<file path="src/hdl/acr_pkg.sv">
// Shared constants and carriers of the converter control register bank.
// Assumes a single 100 MHz clock and a three-wire serial control port.
package acr_pkg;

  typedef logic [12:0] acr_addr_t;
  typedef logic [7:0]  acr_byte_t;

  ////////////////////////////////////////////////////////////////////////////
  // Register offsets.
  localparam acr_addr_t OFS_INDEX  = 13'h005;
  localparam acr_addr_t OFS_POWER  = 13'h008;
  localparam acr_addr_t OFS_CLOCK  = 13'h009;
  localparam acr_addr_t OFS_ENH    = 13'h00C;
  localparam acr_addr_t OFS_OMODE  = 13'h014;
  localparam acr_addr_t OFS_OADJ   = 13'h015;
  localparam acr_addr_t OFS_PHASE  = 13'h016;
  localparam acr_addr_t OFS_SERIAL = 13'h021;
  localparam acr_addr_t OFS_COMMIT = 13'h0FF;
  localparam acr_addr_t OFS_RATE   = 13'h100;
  localparam acr_addr_t OFS_PIN2   = 13'h101;
  localparam acr_addr_t OFS_PIN3   = 13'h102;

  ////////////////////////////////////////////////////////////////////////////
  // Reset values.
  localparam acr_byte_t RST_INDEX  = 8'h3F;
  localparam acr_byte_t RST_POWER  = 8'h00;
  localparam acr_byte_t RST_CLOCK  = 8'h01;
  localparam acr_byte_t RST_ENH    = 8'h00;
  localparam acr_byte_t RST_OMODE  = 8'h01;
  localparam acr_byte_t RST_OADJ   = 8'h00;
  localparam acr_byte_t RST_PHASE  = 8'h03;
  localparam acr_byte_t RST_SERIAL = 8'h30;
  localparam acr_byte_t RST_RATE   = 8'h00;
  localparam acr_byte_t RST_PIN    = 8'h00;

  ////////////////////////////////////////////////////////////////////////////
  // Writable bits; open bits are dropped on write and read as zero.
  localparam acr_byte_t MSK_INDEX  = 8'h3F;
  localparam acr_byte_t MSK_POWER  = 8'h23;
  localparam acr_byte_t MSK_CLOCK  = 8'h01;
  localparam acr_byte_t MSK_ENH    = 8'h04;
  localparam acr_byte_t MSK_OMODE  = 8'h45;
  localparam acr_byte_t MSK_OADJ   = 8'h31;
  localparam acr_byte_t MSK_PHASE  = 8'h7F;
  localparam acr_byte_t MSK_SERIAL = 8'hF7;
  localparam acr_byte_t MSK_RATE   = 8'h47;
  localparam acr_byte_t MSK_PIN2   = 8'h01;
  localparam acr_byte_t MSK_PIN3   = 8'h08;

  ////////////////////////////////////////////////////////////////////////////
  // Field positions.
  localparam int BIT_PIN_STBY = 5;
  localparam int BIT_DCS      = 0;
  localparam int BIT_CHOP     = 2;
  localparam int BIT_IEEE     = 6;
  localparam int BIT_INVERT   = 2;
  localparam int BIT_TWOS     = 0;
  localparam int BIT_DRIVE    = 0;
  localparam int BIT_TERM     = 4;
  localparam int BIT_ICP      = 4;
  localparam int BIT_OCP      = 0;
  localparam int BIT_LANE     = 4;
  localparam int BIT_LSB      = 7;
  localparam int BIT_FRAME    = 2;
  localparam int BIT_SONB     = 0;
  localparam int BIT_RATE_EN  = 6;
  localparam int BIT_RATE     = 0;
  localparam int BIT_COMMIT   = 0;
  localparam int BIT_SDIO_PD  = 0;
  localparam int BIT_VCM_PD   = 3;
  localparam logic [3:0] OCP_MAX = 4'hB;
  localparam logic [3:0] HEAD_LAST = 4'hF;
  localparam logic [3:0] BYTE_LAST = 4'h7;
  localparam int N_DATA = 4;
  localparam int N_CHAN = 6;

  typedef enum logic [1:0] {PM_NORMAL, PM_POWERDOWN, PM_STANDBY, PM_DIGRESET} acr_pwr_e;
  typedef enum logic {SP_HEAD, SP_DATA} acr_phase_e;

  typedef struct packed {
    logic                     sclk_prev;
    acr_phase_e               ph;
    logic [3:0]               cnt;
    logic                     rd;
    acr_addr_t                addr;
    logic [15:0]              sr;
    acr_byte_t                osr;
    logic                     sdio;
    logic                     sdio_oe;
    acr_byte_t                index;
    acr_byte_t                power;
    acr_byte_t                clock;
    acr_byte_t                enh;
    acr_byte_t                phase;
    acr_byte_t                serial;
    acr_byte_t                rate_pend;
    acr_byte_t                rate_act;
    acr_byte_t                pin2;
    acr_byte_t                pin3;
    logic [N_DATA-1:0][7:0]   omode;
    logic [N_CHAN-1:0][7:0]   oadj;
    logic                     dp_clk_en;
    logic                     dp_rst;
    logic                     out_en;
    logic                     dcs_on;
    logic                     sdio_pd_on;
    logic [1:0]               drive2x;
  } acr_state_s;

endpackage : acr_pkg

</file>
<file path="src/hdl/acr_regs.sv">
// Control register bank of a quad converter, written over the serial port.
// Assumes serial port pins arrive synchronous to i_clk and slower than it.
`timescale 1ns/1ps
module acr_regs (
  // Clock and power-on reset.
  input  wire logic        i_clk,
  input  wire logic        i_rst,
  // Serial control port.
  input  wire logic        i_sclk,
  input  wire logic        i_csb,
  input  wire logic        i_sdio,
  output logic             o_sdio,
  output logic             o_sdio_oe,
  // Device pins.
  input  wire logic        i_powerdown_pin,
  input  wire logic        i_no_serial_cfg,
  // Power control.
  output logic             o_dp_clk_en,
  output logic             o_dp_rst,
  output logic             o_out_en,
  // Converter and clock options.
  output logic             o_dcs_on,
  output logic             o_chop_en,
  output logic [2:0]       o_in_clk_delay,
  output logic [3:0]       o_out_clk_phase,
  // Per-channel output options.
  output logic [3:0]       o_reduced_range,
  output logic [3:0]       o_invert,
  output logic [3:0]       o_twos_comp,
  output logic [11:0]      o_term,
  output logic [1:0]       o_drive_2x,
  // Serial output data control.
  output logic             o_lsb_first,
  output logic [2:0]       o_lane_mode,
  output logic             o_frame_2x,
  output logic [1:0]       o_serial_bits,
  // Rate override and user pins.
  output logic             o_rate_en,
  output logic [2:0]       o_rate_sel,
  output logic             o_sdio_pd_on,
  output logic             o_vcm_pd
);

  ////////////////////////////////////////////////////////////////////////////
  // State.

  acr_pkg::acr_state_s s_q;
  acr_pkg::acr_state_s s_d;
  logic                rise;
  logic                fall;
  logic [7:0]          byte_in;
  logic [7:0]          wd;
  logic                wr_en;
  logic                commit_wr;

  assign rise      = i_sclk & ~s_q.sclk_prev;
  assign fall      = ~i_sclk & s_q.sclk_prev;
  assign byte_in   = {s_q.sr[6:0], i_sdio};
  assign wr_en     = ~i_csb & rise & (s_q.ph == acr_pkg::SP_DATA)
                   & (s_q.cnt == acr_pkg::BYTE_LAST) & ~s_q.rd;
  assign wd        = byte_in;
  assign commit_wr = wr_en & (s_q.addr == acr_pkg::OFS_COMMIT)
                   & wd[acr_pkg::BIT_COMMIT];

  // Per-channel registers read back the lowest selected channel.
  function automatic logic [7:0] rd_val(input acr_pkg::acr_state_s st,
                                        input acr_pkg::acr_addr_t  a);
    logic [1:0] cd;
    logic [2:0] cc;
    logic [7:0] v;
    cd = 2'h0;
    cc = 3'h0;
    for (int k = acr_pkg::N_DATA - 1; k >= 0; k--) begin
      if (st.index[k]) cd = 2'(k);
    end
    for (int k = acr_pkg::N_CHAN - 1; k >= 0; k--) begin
      if (st.index[k]) cc = 3'(k);
    end
    unique case (a)
      acr_pkg::OFS_INDEX:  v = st.index;
      acr_pkg::OFS_POWER:  v = st.power;
      acr_pkg::OFS_CLOCK:  v = st.clock;
      acr_pkg::OFS_ENH:    v = st.enh;
      acr_pkg::OFS_OMODE:  v = st.omode[cd];
      acr_pkg::OFS_OADJ:   v = st.oadj[cc];
      acr_pkg::OFS_PHASE:  v = st.phase;
      acr_pkg::OFS_SERIAL: v = st.serial;
      acr_pkg::OFS_RATE:   v = st.rate_pend;
      acr_pkg::OFS_PIN2:   v = st.pin2;
      acr_pkg::OFS_PIN3:   v = st.pin3;
      default:             v = 8'h00;
    endcase
    return v;
  endfunction : rd_val

  ////////////////////////////////////////////////////////////////////////////
  // Next state.

  always_comb begin
    acr_pkg::acr_pwr_e pm;
    s_d           = s_q;
    pm            = acr_pkg::PM_NORMAL;
    s_d.sclk_prev = i_sclk;
    // The serial port state answers to nothing but i_rst and chip select.
    if (i_csb) begin
      s_d.ph      = acr_pkg::SP_HEAD;
      s_d.cnt     = 4'h0;
      s_d.sdio_oe = 1'b0;
    end else if (rise) begin
      s_d.sr  = {s_q.sr[14:0], i_sdio};
      s_d.cnt = s_q.cnt + 4'h1;
      if (s_q.ph == acr_pkg::SP_HEAD && s_q.cnt == acr_pkg::HEAD_LAST) begin
        s_d.ph   = acr_pkg::SP_DATA;
        s_d.cnt  = 4'h0;
        s_d.rd   = s_q.sr[14];
        s_d.addr = {s_q.sr[11:0], i_sdio};
        s_d.osr  = rd_val(s_q, {s_q.sr[11:0], i_sdio});
      end else if (s_q.ph == acr_pkg::SP_DATA && s_q.cnt == acr_pkg::BYTE_LAST) begin
        // Streaming walks downward through the map.
        s_d.cnt  = 4'h0;
        s_d.addr = s_q.addr - 13'h1;
        s_d.osr  = rd_val(s_q, s_q.addr - 13'h1);
      end
    end else if (fall && s_q.ph == acr_pkg::SP_DATA && s_q.rd) begin
      s_d.sdio    = s_q.osr[7];
      s_d.osr     = {s_q.osr[6:0], 1'b0};
      s_d.sdio_oe = 1'b1;
    end

    // Register writes take effect on the last bit of the byte.
    if (wr_en) begin
      unique case (s_q.addr)
        acr_pkg::OFS_INDEX:  s_d.index  = wd & acr_pkg::MSK_INDEX;
        acr_pkg::OFS_POWER:  s_d.power  = wd & acr_pkg::MSK_POWER;
        acr_pkg::OFS_CLOCK:  s_d.clock  = wd & acr_pkg::MSK_CLOCK;
        acr_pkg::OFS_ENH:    s_d.enh    = wd & acr_pkg::MSK_ENH;
        acr_pkg::OFS_SERIAL: s_d.serial = wd & acr_pkg::MSK_SERIAL;
        acr_pkg::OFS_PIN2:   s_d.pin2   = wd & acr_pkg::MSK_PIN2;
        acr_pkg::OFS_PIN3:   s_d.pin3   = wd & acr_pkg::MSK_PIN3;
        acr_pkg::OFS_RATE:   s_d.rate_pend = wd & acr_pkg::MSK_RATE;
        acr_pkg::OFS_PHASE: begin
          s_d.phase[6:4] = wd[6:4];
          // Codes above the last step would be a phase the clock tree lacks.
          if (wd[3:0] <= acr_pkg::OCP_MAX) s_d.phase[3:0] = wd[3:0];
        end
        acr_pkg::OFS_OMODE: begin
          for (int k = 0; k < acr_pkg::N_DATA; k++) begin
            if (s_q.index[k]) s_d.omode[k] = wd & acr_pkg::MSK_OMODE;
          end
        end
        acr_pkg::OFS_OADJ: begin
          for (int k = 0; k < acr_pkg::N_CHAN; k++) begin
            if (s_q.index[k]) s_d.oadj[k] = wd & acr_pkg::MSK_OADJ;
          end
        end
        default: ;
      endcase
    end
    if (commit_wr) s_d.rate_act = s_q.rate_pend;

    // Effective power mode, with the pin overriding the field.
    pm = acr_pkg::acr_pwr_e'(s_q.power[1:0]);
    if (i_powerdown_pin) begin
      pm = s_q.power[acr_pkg::BIT_PIN_STBY] ? acr_pkg::PM_STANDBY
                                            : acr_pkg::PM_POWERDOWN;
    end
    unique case (pm)
      acr_pkg::PM_NORMAL: begin
        s_d.dp_clk_en = 1'b1;
        s_d.dp_rst    = 1'b0;
        s_d.out_en    = 1'b1;
      end
      acr_pkg::PM_POWERDOWN: begin
        s_d.dp_clk_en = 1'b0;
        s_d.dp_rst    = 1'b1;
        s_d.out_en    = 1'b0;
      end
      acr_pkg::PM_STANDBY: begin
        s_d.dp_clk_en = 1'b0;
        s_d.dp_rst    = 1'b0;
        s_d.out_en    = 1'b0;
      end
      acr_pkg::PM_DIGRESET: begin
        s_d.dp_clk_en = 1'b1;
        s_d.dp_rst    = 1'b1;
        s_d.out_en    = 1'b0;
      end
    endcase

    s_d.dcs_on     = i_no_serial_cfg | ~s_q.clock[acr_pkg::BIT_DCS];
    s_d.sdio_pd_on = ~s_q.pin2[acr_pkg::BIT_SDIO_PD];
    for (int k = 0; k < 2; k++) begin
      s_d.drive2x[k] = s_q.oadj[acr_pkg::N_DATA + k][acr_pkg::BIT_DRIVE]
                     & (s_q.oadj[acr_pkg::N_DATA + k][5:4] == 2'h0);
    end
  end

  ////////////////////////////////////////////////////////////////////////////
  // State register.

  always_ff @(posedge i_clk or posedge i_rst) begin
    if (i_rst) begin
      s_q            <= '0;
      s_q.index      <= acr_pkg::RST_INDEX;
      s_q.power      <= acr_pkg::RST_POWER;
      s_q.clock      <= acr_pkg::RST_CLOCK;
      s_q.enh        <= acr_pkg::RST_ENH;
      s_q.phase      <= acr_pkg::RST_PHASE;
      s_q.serial     <= acr_pkg::RST_SERIAL;
      s_q.rate_pend  <= acr_pkg::RST_RATE;
      s_q.rate_act   <= acr_pkg::RST_RATE;
      s_q.pin2       <= acr_pkg::RST_PIN;
      s_q.pin3       <= acr_pkg::RST_PIN;
      s_q.omode      <= {acr_pkg::N_DATA{acr_pkg::RST_OMODE}};
      s_q.oadj       <= {acr_pkg::N_CHAN{acr_pkg::RST_OADJ}};
      s_q.dp_clk_en  <= 1'b1;
      s_q.out_en     <= 1'b1;
      s_q.sdio_pd_on <= 1'b1;
    end else begin
      s_q <= s_d;
    end
  end

  ////////////////////////////////////////////////////////////////////////////
  // Outputs, all taken from state flip-flops.

  assign o_sdio          = s_q.sdio;
  assign o_sdio_oe       = s_q.sdio_oe;
  assign o_dp_clk_en     = s_q.dp_clk_en;
  assign o_dp_rst        = s_q.dp_rst;
  assign o_out_en        = s_q.out_en;
  assign o_dcs_on        = s_q.dcs_on;
  assign o_chop_en       = s_q.enh[acr_pkg::BIT_CHOP];
  assign o_in_clk_delay  = s_q.phase[acr_pkg::BIT_ICP +: 3];
  assign o_out_clk_phase = s_q.phase[acr_pkg::BIT_OCP +: 4];
  assign o_drive_2x      = s_q.drive2x;
  assign o_lsb_first     = s_q.serial[acr_pkg::BIT_LSB];
  assign o_lane_mode     = s_q.serial[acr_pkg::BIT_LANE +: 3];
  assign o_frame_2x      = s_q.serial[acr_pkg::BIT_FRAME];
  assign o_serial_bits   = s_q.serial[acr_pkg::BIT_SONB +: 2];
  assign o_rate_en       = s_q.rate_act[acr_pkg::BIT_RATE_EN];
  assign o_rate_sel      = s_q.rate_act[acr_pkg::BIT_RATE +: 3];
  assign o_sdio_pd_on    = s_q.sdio_pd_on;
  assign o_vcm_pd        = s_q.pin3[acr_pkg::BIT_VCM_PD];

  for (genvar g = 0; g < acr_pkg::N_CHAN; g++) begin : g_chan
    assign o_term[2*g +: 2] = s_q.oadj[g][acr_pkg::BIT_TERM +: 2];
    if (g < acr_pkg::N_DATA) begin : g_data
      assign o_reduced_range[g] = s_q.omode[g][acr_pkg::BIT_IEEE];
      assign o_invert[g]        = s_q.omode[g][acr_pkg::BIT_INVERT];
      assign o_twos_comp[g]     = s_q.omode[g][acr_pkg::BIT_TWOS];
    end
  end
endmodule : acr_regs

</file>
<file path="config.mk">
export PLATFORM = sky130hd
export DESIGN_NAME = acr_regs
export DESIGN_NICKNAME = d
export VERILOG_FILES = /design/src/hdl/acr_pkg.sv /design/src/hdl/acr_regs.sv
export SDC_FILE = /design/constraint.sdc
export NUM_CORES = 1
export LEC_CHECK = 0
export BUFFER_PORTS_ARGS = -buffer_cell sky130_fd_sc_hd__buf_4
export CORE_MARGIN = 2
export CORE_UTILIZATION = 31
export CTS_BUF_LIST = sky130_fd_sc_hd__clkbuf_4 sky130_fd_sc_hd__clkbuf_8
export DETAILED_ROUTE_END_ITERATION = 7
export PLACE_DENSITY = 0.48
export SYNTH_ARGS = -nofsm -noshare
export SYNTH_HDL_FRONTEND = slang
export SYNTH_SLANG_ARGS = --single-unit
</file>
<file path="constraint.sdc">
create_clock -name i_clk -period 7.1 [get_ports i_clk]
set_clock_uncertainty 0.15 [all_clocks]
set_input_delay 0.71 -clock i_clk [delete_from_list [all_inputs] [get_ports i_clk]]
set_output_delay 0.71 -clock i_clk [all_outputs]
set_load 0.1 [all_outputs]
</file>
# ---- After elaboration in Yosys (flattened, before gate mapping)
# Index checks and enable logic that the tools add are counted.
dict set report classes {
  n_reduce_logical 39
  n_addsub 2
  eq_ne 41
  n_lt_le_gt_ge 5
  n_mux 51
  bitwise_logic 19
}
# operator n
set ops {}
lappend ops {{$pmux W8 S11} 2}
lappend ops {{$eq A13 B4 Y1 const B} 9}
lappend ops {{$eq A13 B5 Y1 const B} 9}
lappend ops {{$eq A13 B9 Y1 const B} 9}
lappend ops {{$mux W8} 7}
lappend ops {{$bmux W8 S3} 2}
lappend ops {{$reduce_and A3 Y1} 15}
lappend ops {{$eq A13 B3 Y1 const B} 3}
lappend ops {{$eq A13 B6 Y1 const B} 3}
lappend ops {{$mux W3} 13}
lappend ops {{$mux W35} 1}
lappend ops {{$bmux W8 S2} 2}
lappend ops {{$mux W13} 2}
lappend ops {{$mux W2} 13}
lappend ops {{$reduce_and A2 Y1} 12}
lappend ops {{$eq A13 B8 Y1 const B} 1}
lappend ops {{$sub A13 B1 Y13 const B} 1}
lappend ops {{$pmux W3 S4} 1}
lappend ops {{$and A1 B1 Y1} 10}
lappend ops {{$mux W10} 1}
lappend ops {{$reduce_bool A2 Y1} 5}
lappend ops {{$lt A3 B4 Y1 const B} 2}
lappend ops {{$mux W4} 2}
lappend ops {{$not A1 Y1} 8}
lappend ops {{14 further kinds} 24}
dict set report totals {
  regBits 118
  out_inout_bits 53
}

# ---- Depth between registers and ports, before layout
# Gate-level depths: netlist of the first run.
dict set report logic_depth {
  word_depth 16
  ltp_mapped 13
  mapped_depth_nobuf 9
}

# ---- Least setup slack after synthesis of the first run
# No wires, ideal clock.
dict set report synth_path {
  path_kind {flip-flop to flip-flop}
  startpoint {register s_q[193] (netlist name)}
  endpoint {register s_q[174] (netlist name)}
  synth_period_minus_slack_ns 2.890
  path_buffers 2
  slack_ns 4.210
  setup_time_ns 0.092
  path_stages_with_launch 12
  arrival_time_ns 2.648
  t_required_ns 6.858
  path_cell_list {dfrtp_1 > buf_2 > inv_1 > ha_1 > or4b_4 > nor4_2 > o21ai_1 > a22o_1 > buf_6 > a211oi_2 > o31ai_1 > o31ai_2}
}
dict set report synth_between {
  elab_chain_len 6
}
# item line
set synth_rtl {}
lappend synth_rtl {{start: declaration} acr_regs.sv:47} ;# acr_pkg::acr_state_s s_q;
lappend synth_rtl {{$sub A13 B1 Y13 (*)} acr_regs.sv:122} ;# s_d.osr = rd_val(s_q, s_q.addr - 13'h1);
lappend synth_rtl {{$eq A13 B9 Y1 (tied with other cells)} acr_regs.sv:79} ;# unique case (a)
lappend synth_rtl {{$pmux W8 S11 (*)} acr_regs.sv:79}
lappend synth_rtl {{$mux W8 (*)} acr_regs.sv:118} ;# end else if (s_q.ph == acr_pkg::SP_DATA && s_q.cnt == acr_pkg::BYTE_LAST) begin
lappend synth_rtl {{$mux W8 (*)} acr_regs.sv:112} ;# if (s_q.ph == acr_pkg::SP_HEAD && s_q.cnt == acr_pkg::HEAD_LAST) begin
lappend synth_rtl {{$mux W8 (*)} acr_regs.sv:109} ;# end else if (rise) begin
# Every way passes the cells marked *; elsewhere a longest branch is shown, timed or not. The select of a mux whose other input is x is not followed.
# A chain may end at the register's enable or synchronous reset.

# ---- Worst setup path after layout of the first run
# Ends and elaborated chain as after synthesis.

==> flow_metrics.tcl, run 1 <==
set metrics [dict create \
    cts-buffers-inserted 17 \
    antenna_left 0 \
    ys_ff_latch 117 \
    outcome "complete, no violations" \
    regArea_um2 2950 \
    hpwl_um 16000 \
    cts_tree "done" \
    ys_async_sr_fraction_pct 100 \
    reg2reg_depth 9 \
    finalCriticalPeriod_ns 4.12 \
    post-cts-setup-buffers 0 \
    endpoint_kind "register" \
    p_switching_mw 0.555 \
    worstMarginPinSlew_ns 1.14 \
    seqPwrFrac_pct 48.6 \
    row_count 56 \
    die_width_um 158 \
    p_int_mw 1.12 \
    path_clk_slew_ns 0.09 \
    route.vias.total 6140 \
    fillCellCount 2449 \
    dieHeight_um 158 \
    hold_class "in2async" \
    post_cts_resize_count 0 \
    finalHoldViolations 0 \
    antenna_found_initial 0 \
    synth_edf_count 0 \
    num_io_pins 60 \
    arrival_ns 4.30 \
    syn_inst 775 \
    peakVddDrop_uv 107 \
    die_area_um2 25100 \
    fin_nets 778 \
    multi_input_area_um2 3820 \
    cp_slowest_cell "a22o_1" \
    r2r-start "s_q[193]" \
    portBuffers 59 \
    initial_utilization_pct 31.6 \
    synthFlopType "dfrtp_1" \
    grt_start_max_net_pins 68 \
    maxCapViolations 0 \
    setup_violations 0 \
    setup_tns_ns 0 \
    relSlewSlack_pct 24.2 \
    worstPathRequired_ns 7.29 \
    clock_sinks 117 \
    worstSetupPathType "reg2reg" \
    yosysSeqAreaShare_pct 39.9 \
    cts_root_buf "clkbuf_8" \
    drv_slew 0 \
    area_delta_synth_final_pct 10.4 \
    worstSkewPairLatency_ns 0.46 \
    utilization_pct 34.8 \
    min_period_over_period_pct 58.0 \
    clk_path_buf_depth 2 \
    ys_warn_count 0 \
    syn_avg_cell_area_um2 9.53 \
    h-tree-depth 4 \
    max_freq_mhz 243 \
    wire_per_inst_um 21.0 \
    grt_util_all_layers_pct 19.3 \
    antenna_cells 0 \
    powerDensity_nw_per_um2 205 \
    core-area_um2 23400 \
    rsz0062_at_grt "no" \
    drt_iter0_drc 522 \
    start_kind "register" \
    regToRegSetupSlack_ns 2.98 \
    viasPerCell 5.60 \
    p_leak_nw 3.35 \
    drt_wl_total_um 23000 \
    clock_power_share_pct 39.9 \
    synth_fp_nets 789 \
    drc 0 \
    hold_buffers 0 \
    slowest_delay_ns 0.89 \
    reg2reg_to "s_q[174]" \
    p_sw_share_pct 33.1 \
    path_max_fanout 30 \
    grt_pass1_vias 5933 \
    post_route_cells_drive_above_1_share_pct 28.7 \
    grt-ovfl-total 0 \
    synth.distinct_cells 80 \
    routabilityCongestion 0.892 \
    grt_pass1_wl_um 36400 \
    first_pass_iters 5 \
    syn-cell-area_um2 7390 \
    worstPathCellList "inv_1 -> ha_1 -> or4b_4 -> o21ai_0 -> a211o_1 -> a22o_1 -> nor3_1 -> a2111oi_1 -> o31ai_2" \
    combPwrFrac_pct 11.5 \
]
-- placed cells by master, fill, tap and decap left out, types with 7 or more instances in the layout --
cell	n
dfstp_2	18
dfrtp_1	99
a21oi_1	41
nor2_1	58
o21ai_0	32
o22ai_1	8
nand2b_1	12
mux2i_1	8
mux2_2	82
o31ai_1	7
buf_4	66
nand3_1	13
a32oi_1	8
or3_1	7
clkbuf_8	17
a211oi_1	8
nor3_1	24
nor4b_1	7
nor3b_1	10
nand4_1	14
nand2_1	51
o21ai_1	7
nor4_1	15
ha_1	7
a22oi_1	7
inv_1	17
nor2b_1	17
-- worst max-delay path: cells and delay by family, from the launching register on --
family | cells | cell delay [ns]
and+or+nand+nor | 2 | 0.76
DFF | 1 | 0.51
adders and majority gates | 1 | 0.53
buffers and inverters | 1 | 0.16
AOI/OAI and AO/OA | 5 | 1.88
-- synthesized netlist by cell type (all sizes together) (4+ instances only) --
cell    instances  area, um^2
a22oi           7        52.6
o31ai           9        77.6
nand3          13        65.1
nand2          51         191
inv            18        67.6
dfrtp          99        2480
o21ai          39         195
mux2           82         923
and3            5        31.3
a211oi          9        72.6
a21oi          41         205
a32oi           8        70.1
and2            4        25.0
clkbuf         43         161
mux2i           8        80.1
nand3b          4        30.0
nor2           59         224
nand4          14        87.6
o22ai           8        50.1
or3             7        43.8
buf            53         388
dfstp          18         473
or4             4        37.5
or2             5        31.3
ha              7        87.6
nand2b         12        75.1
nor4           20         156
nor4b           7        61.3
nor2b          17         106
nor3b          11        87.6
nor3           26         135
o21bai          4        30.0
o211ai          4        35.0
-- routing by layer --
layer	track usage, %	wire length, um
met3	3.48	1350
met1	29.2	11300
met4	4.46	234
met5	0	0
met2	28.2	10200
-- power by group through the flow --
stage               logic, mW  clock network (mW)  registers [mW]
global route            0.212               0.719           0.824
detailed placement      0.192                   0           0.824
floorplan               0.176                   0           0.743
CTS                     0.193               0.685           0.812
finish                  0.193               0.668           0.814
global placement        0.192                   0           0.824
-- final cells by class --
| type | count | share of cell area [%] |
|---|---|---|
| multi-input combinational | 544 | 46.9 |
| timing repair buffer | 66 | 6.08 |
| clock buffer | 18 | 2.96 |
| sequential | 117 | 36.2 |
| clock inverter | 14 | 2.15 |
| inverter | 18 | 0.859 |
| tap | 319 | 4.89 |
-- cells by family after synthesis --
group | Yosys count | share of synthesized area [%]
flops | 117 | 39.9
fa+ha+maj | 7 | 1.19
mux | 91 | 13.9
buf+inv | 114 | 8.35
xor+xnor | 6 | 0.712
simple gates | 270 | 20.2
compound gates | 170 | 15.7
-- stage by stage --
stage | setup WS (ns) | total power, mW | std cells | instance area (um^2) | hold slack (ns)
finish | 2.98 | 1.68 | 1096 | 8160 | 0.205
global route | 2.72 | 1.75 | 1096 | 8160 | 0.220
CTS | 3.06 | 1.69 | 1096 | 8160 | 0.213
detailed placement | 3.09 | 1.02 | 1064 | 7740 | 0.315
global placement | 3.18 | 1.02 | 1064 | 7740 | 0.292
floorplan | 3.17 | 0.919 | 775 | 7390 | 0.227
-- worst max-delay path by stage --
stage,startpoint,to,slack (ns),depth (start not counted)
CTS,s_q[193],s_q[174],3.06,9
global route,s_q[193],s_q[174],2.72,9
finish,s_q[193],s_q[174],2.98,9
floorplan,i_rst,byte_in[1],3.17,1
global placement,s_q[193],s_q[171],3.18,9
detailed placement,s_q[193],s_q[174],3.09,9
-- sequential cells by signal (all words and copies together) (netlist names) --
| register | cells |
|---|---|
| o_in_clk_delay | 3 |
| o_invert | 4 |
| o_out_clk_phase | 4 |
| o_drive_2x | 2 |
| o_reduced_range | 4 |
| o_sdio | 1 |
| o_dcs_on | 1 |
| o_frame_2x | 1 |
| s_q | 57 |
| o_sdio_oe | 1 |
| o_twos_comp | 4 |
| o_dp_clk_en | 1 |
| o_sdio_pd_on | 1 |
| o_rate_en | 1 |
| o_rate_sel | 3 |
| o_chop_en | 1 |
| o_vcm_pd | 1 |
| o_term | 12 |
| byte_in | 7 |
| o_lane_mode | 3 |
| o_serial_bits | 2 |
| o_out_en | 1 |
| o_dp_rst | 1 |
| o_lsb_first | 1 |
No activity file was read; power rests on OpenSTA's default activity.
==> inputs of run 2 (changes only) <==
--- a/config.mk
+++ b/config.mk
@@ -5,12 +5,13 @@
 export SDC_FILE = /design/constraint.sdc
 export NUM_CORES = 1
 export LEC_CHECK = 0
+export ABC_AREA = 1
 export BUFFER_PORTS_ARGS = -buffer_cell sky130_fd_sc_hd__buf_4
 export CORE_MARGIN = 2
 export CORE_UTILIZATION = 31
 export CTS_BUF_LIST = sky130_fd_sc_hd__clkbuf_4 sky130_fd_sc_hd__clkbuf_8
 export DETAILED_ROUTE_END_ITERATION = 7
-export PLACE_DENSITY = 0.48
+export PLACE_DENSITY = 0.5
 export SYNTH_ARGS = -nofsm -noshare
 export SYNTH_HDL_FRONTEND = slang
 export SYNTH_SLANG_ARGS = --single-unit
==> constraint.sdc (replaced) <==
create_clock -name i_clk -period 3.5 [get_ports i_clk]
set_clock_uncertainty 0.15 [all_clocks]
set_input_delay 0.35 -clock i_clk [delete_from_list [all_inputs] [get_ports i_clk]]
set_output_delay 0.35 -clock i_clk [all_outputs]
set_load 0.1 [all_outputs]
==> run 2 against run 1 <==
  * Global-route usage is 0.17 points lower
  * Combinational power grew to 6.4 times the previous value
  * Maximum frequency is 42% higher
  * Area after synthesis is 6.0% lower
  * Cell count is 17% higher
  * Largest cell class unchanged
  * Highest routed layer unchanged
==> flow_metrics.tcl, run 2 <==
set metrics [dict create \
    outcome "complete, no violations" \
    synth.distinct_cells 39 \
    dp_cells 1243 \
    endpoint_kind "register" \
    hold_depth 3 \
    combPwrFrac_pct 30.1 \
    synth_top_cell_by_area "dfrtp_1" \
    first_pass_iters 7 \
    viasPerCell 4.96 \
    yosysSeqAreaShare_pct 42.5 \
    worstPathRequired_ns 3.73 \
    clock_sinks 117 \
    finalHoldViolations 0 \
    synth_fp_nets 968 \
    maxCapViolations 0 \
    antenna_left 0 \
    die_width_um 154 \
    grt_pass1_wl_um 34900 \
    hp-start "i_sdio" \
    p_sw_share_pct 39.7 \
    grtUsageMet1_pct 26.9 \
    dieHeight_um 154 \
    seqPwrFrac_pct 39.2 \
    row_count 54 \
    rsz0062_at_grt "no" \
    clk_path_buf_depth 2 \
    min_period_over_period_pct 82.7 \
    ys_async_sr_fraction_pct 100 \
    reg2reg_to "s_q[172]" \
    cts_tree "done" \
    worstSkewPairLatency_ns 0.44 \
    synth_edf_count 0 \
    grt_pass1_vias 6167 \
    peakVddDrop_uv 164 \
    synth_most_common_cell "nand2_1" \
    regToRegSetupSlack_ns 0.61 \
    routabilityCongestion 0.957 \
    powerDensity_nw_per_um2 519 \
    netlist.area_leader.share_pct 35.7 \
    syn_inst 954 \
    synth_commonest_cells "255 x nand2_1, 117 x o21ai_0, 99 x dfrtp_1" \
    post_route_cells_drive_above_1_share_pct 16.9 \
    top_register "s_q" \
    ys_ff_latch 117 \
    layout_setup_ws_ns 0.606 \
    hpwl_um 16800 \
    largest_register_ff_count 57 \
    setup_violations 0 \
    arrival_ns 3.12 \
    p_switching_mw 1.63 \
    grt_busiest_layer "met2" \
    ys_warn_count 0 \
    use_met3_pct 3.72 \
    drv_slew 0 \
    reg2reg_depth 18 \
    start_kind "register" \
    route.vias.total 6354 \
    initial_utilization_pct 31.7 \
    hold_class "in2reg" \
    layoutNonFillerInstCount 1280 \
    dp_slack_ns 0.658 \
    grt-ovfl-total 0 \
    p_leak_nw 3.59 \
    cts_root_buf "clkbuf_8" \
    drt_wl_total_um 22200 \
    wire_per_inst_um 17.4 \
    area_delta_synth_final_pct 13.8 \
    synthFlopType "dfrtp_1" \
    core-area_um2 21900 \
    worstSetupPathType "reg2reg" \
    ys_top_cells_by_area "dfrtp_1 36%, nand2_1 14%, o21ai_0 8.4%" \
    drc 0 \
    die_area_um2 23600 \
    clock_power_share_pct 30.7 \
    fin_nets 1001 \
    setup_tns_ns 0 \
    drt_iter0_drc 562 \
    grt_util_all_layers_pct 19.1 \
    p_int_mw 2.47 \
    worstMarginPinSlew_ns 0.672 \
    max_freq_mhz 346 \
    cts-buffers-inserted 17 \
    syn-cell-area_um2 6940 \
    final_cell_mix "255 x nand2_1, 117 x o21ai_0, 99 x dfrtp_1, 90 x inv_1, 80 x nor2_1" \
    path_max_fanout 8 \
    antenna_cells 0 \
    syn_avg_cell_area_um2 7.28 \
    antenna_found_initial 0 \
    path_clk_slew_ns 0.07 \
    finalCriticalPeriod_ns 2.89 \
    r2r-start "s_q[193]" \
    relSlewSlack_pct 54.8 \
    num_io_pins 60 \
    layout_commonest_cell "nand2_1" \
    met2_usage_pct 29.4 \
    h-tree-depth 4 \
    grt_start_max_net_pins 49 \
    portBuffers 59 \
    min_to "byte_in[1]" \
]
## run 2: logic make-up after synthesis
family | share of synthesized area (%)
buf+inv | 11.3
flops | 42.5
xor+xnor | 0.252
fa+ha+maj | 1.26
simple gates | 31.8
compound gates | 12.4
mux | 0.487
## run 2: what timing repair did
item                                    4_1_cts  5_1_grt
endpoints found under the setup margin        0        0
endpoints found under the hold margin        15        0
setup buffers                                 0        0
hold buffers                                  5        0
resized for setup                             0        0
## run 2: routing by layer
metal	vias up	share of wire, %
li1	3159	-
met3	31	4.7
met4	0	2.4
met5	-	0
met1	2987	48
met2	177	45
## run 2: metrics by stage
stage | area (um^2) | util (%) | total power, mW | hold WS (ns)
final | 7900 | 36.1 | 4.10 | 0.0609
after global routing | 7900 | 36.1 | 4.36 | 0.0483
after CTS | 7900 | 36.1 | 4.12 | 0.0323
after detailed placement | 7450 | 34.0 | 2.84 | 0.208
after global placement | 7450 | 34.0 | 2.85 | 0.208
after floorplan | 6950 | - | 2.49 | 0.231
## run 2: critical path: stages (launching register included)
cell and delay (ns):
dfrtp_1 0.41, inv_1 0.20, ha_1 0.26, nand2_1 0.07, nor2_1 0.22, nand2_1 0.12
nand2_1 0.07, nand2_1 0.09, nor2_2 0.18, nand3_2 0.22, nor2_2 0.27, nand2_1 0.11
nand3_1 0.09, nand2_1 0.05, nand2_1 0.09, nand2_1 0.06, nand2_1 0.06, nand2_1 0.05
nand2_1 0.07
## run 2: area by class of cell
class	count	area, um^2
clock inverters	9	104
repair buffers	76	596
inverters	102	389
clock buffers	23	292
flip-flops and latches	117	2950
well taps	280	350
fillers	2368	14000
multi-input cells	673	3220
## run 2: worst max path at each step
stage / start / endpoint / slack, ns / cells after the start
6_report: s_q[193] / s_q[172] / 0.61 / 18
5_1_grt: s_q[193] / s_q[172] / 0.29 / 18
4_1_cts: s_q[193] / s_q[172] / 0.65 / 18
3_5_place_dp: s_q[193] / s_q[172] / 0.66 / 18
3_3_place_gp: s_q[193] / s_q[172] / 0.69 / 18
2_1_floorplan: s_q[193] / s_q[171] / 1.11 / 18
## run 2: power by group through the flow
stage          clock [mW]  sequential [mW]  combinational, mW
2_1_floorplan           0             1.60              0.895
3_3_place_gp            0             1.63               1.22
3_5_place_dp            0             1.63               1.21
4_1_cts              1.29             1.60               1.22
5_1_grt              1.35             1.63               1.39
6_report             1.26             1.61               1.23
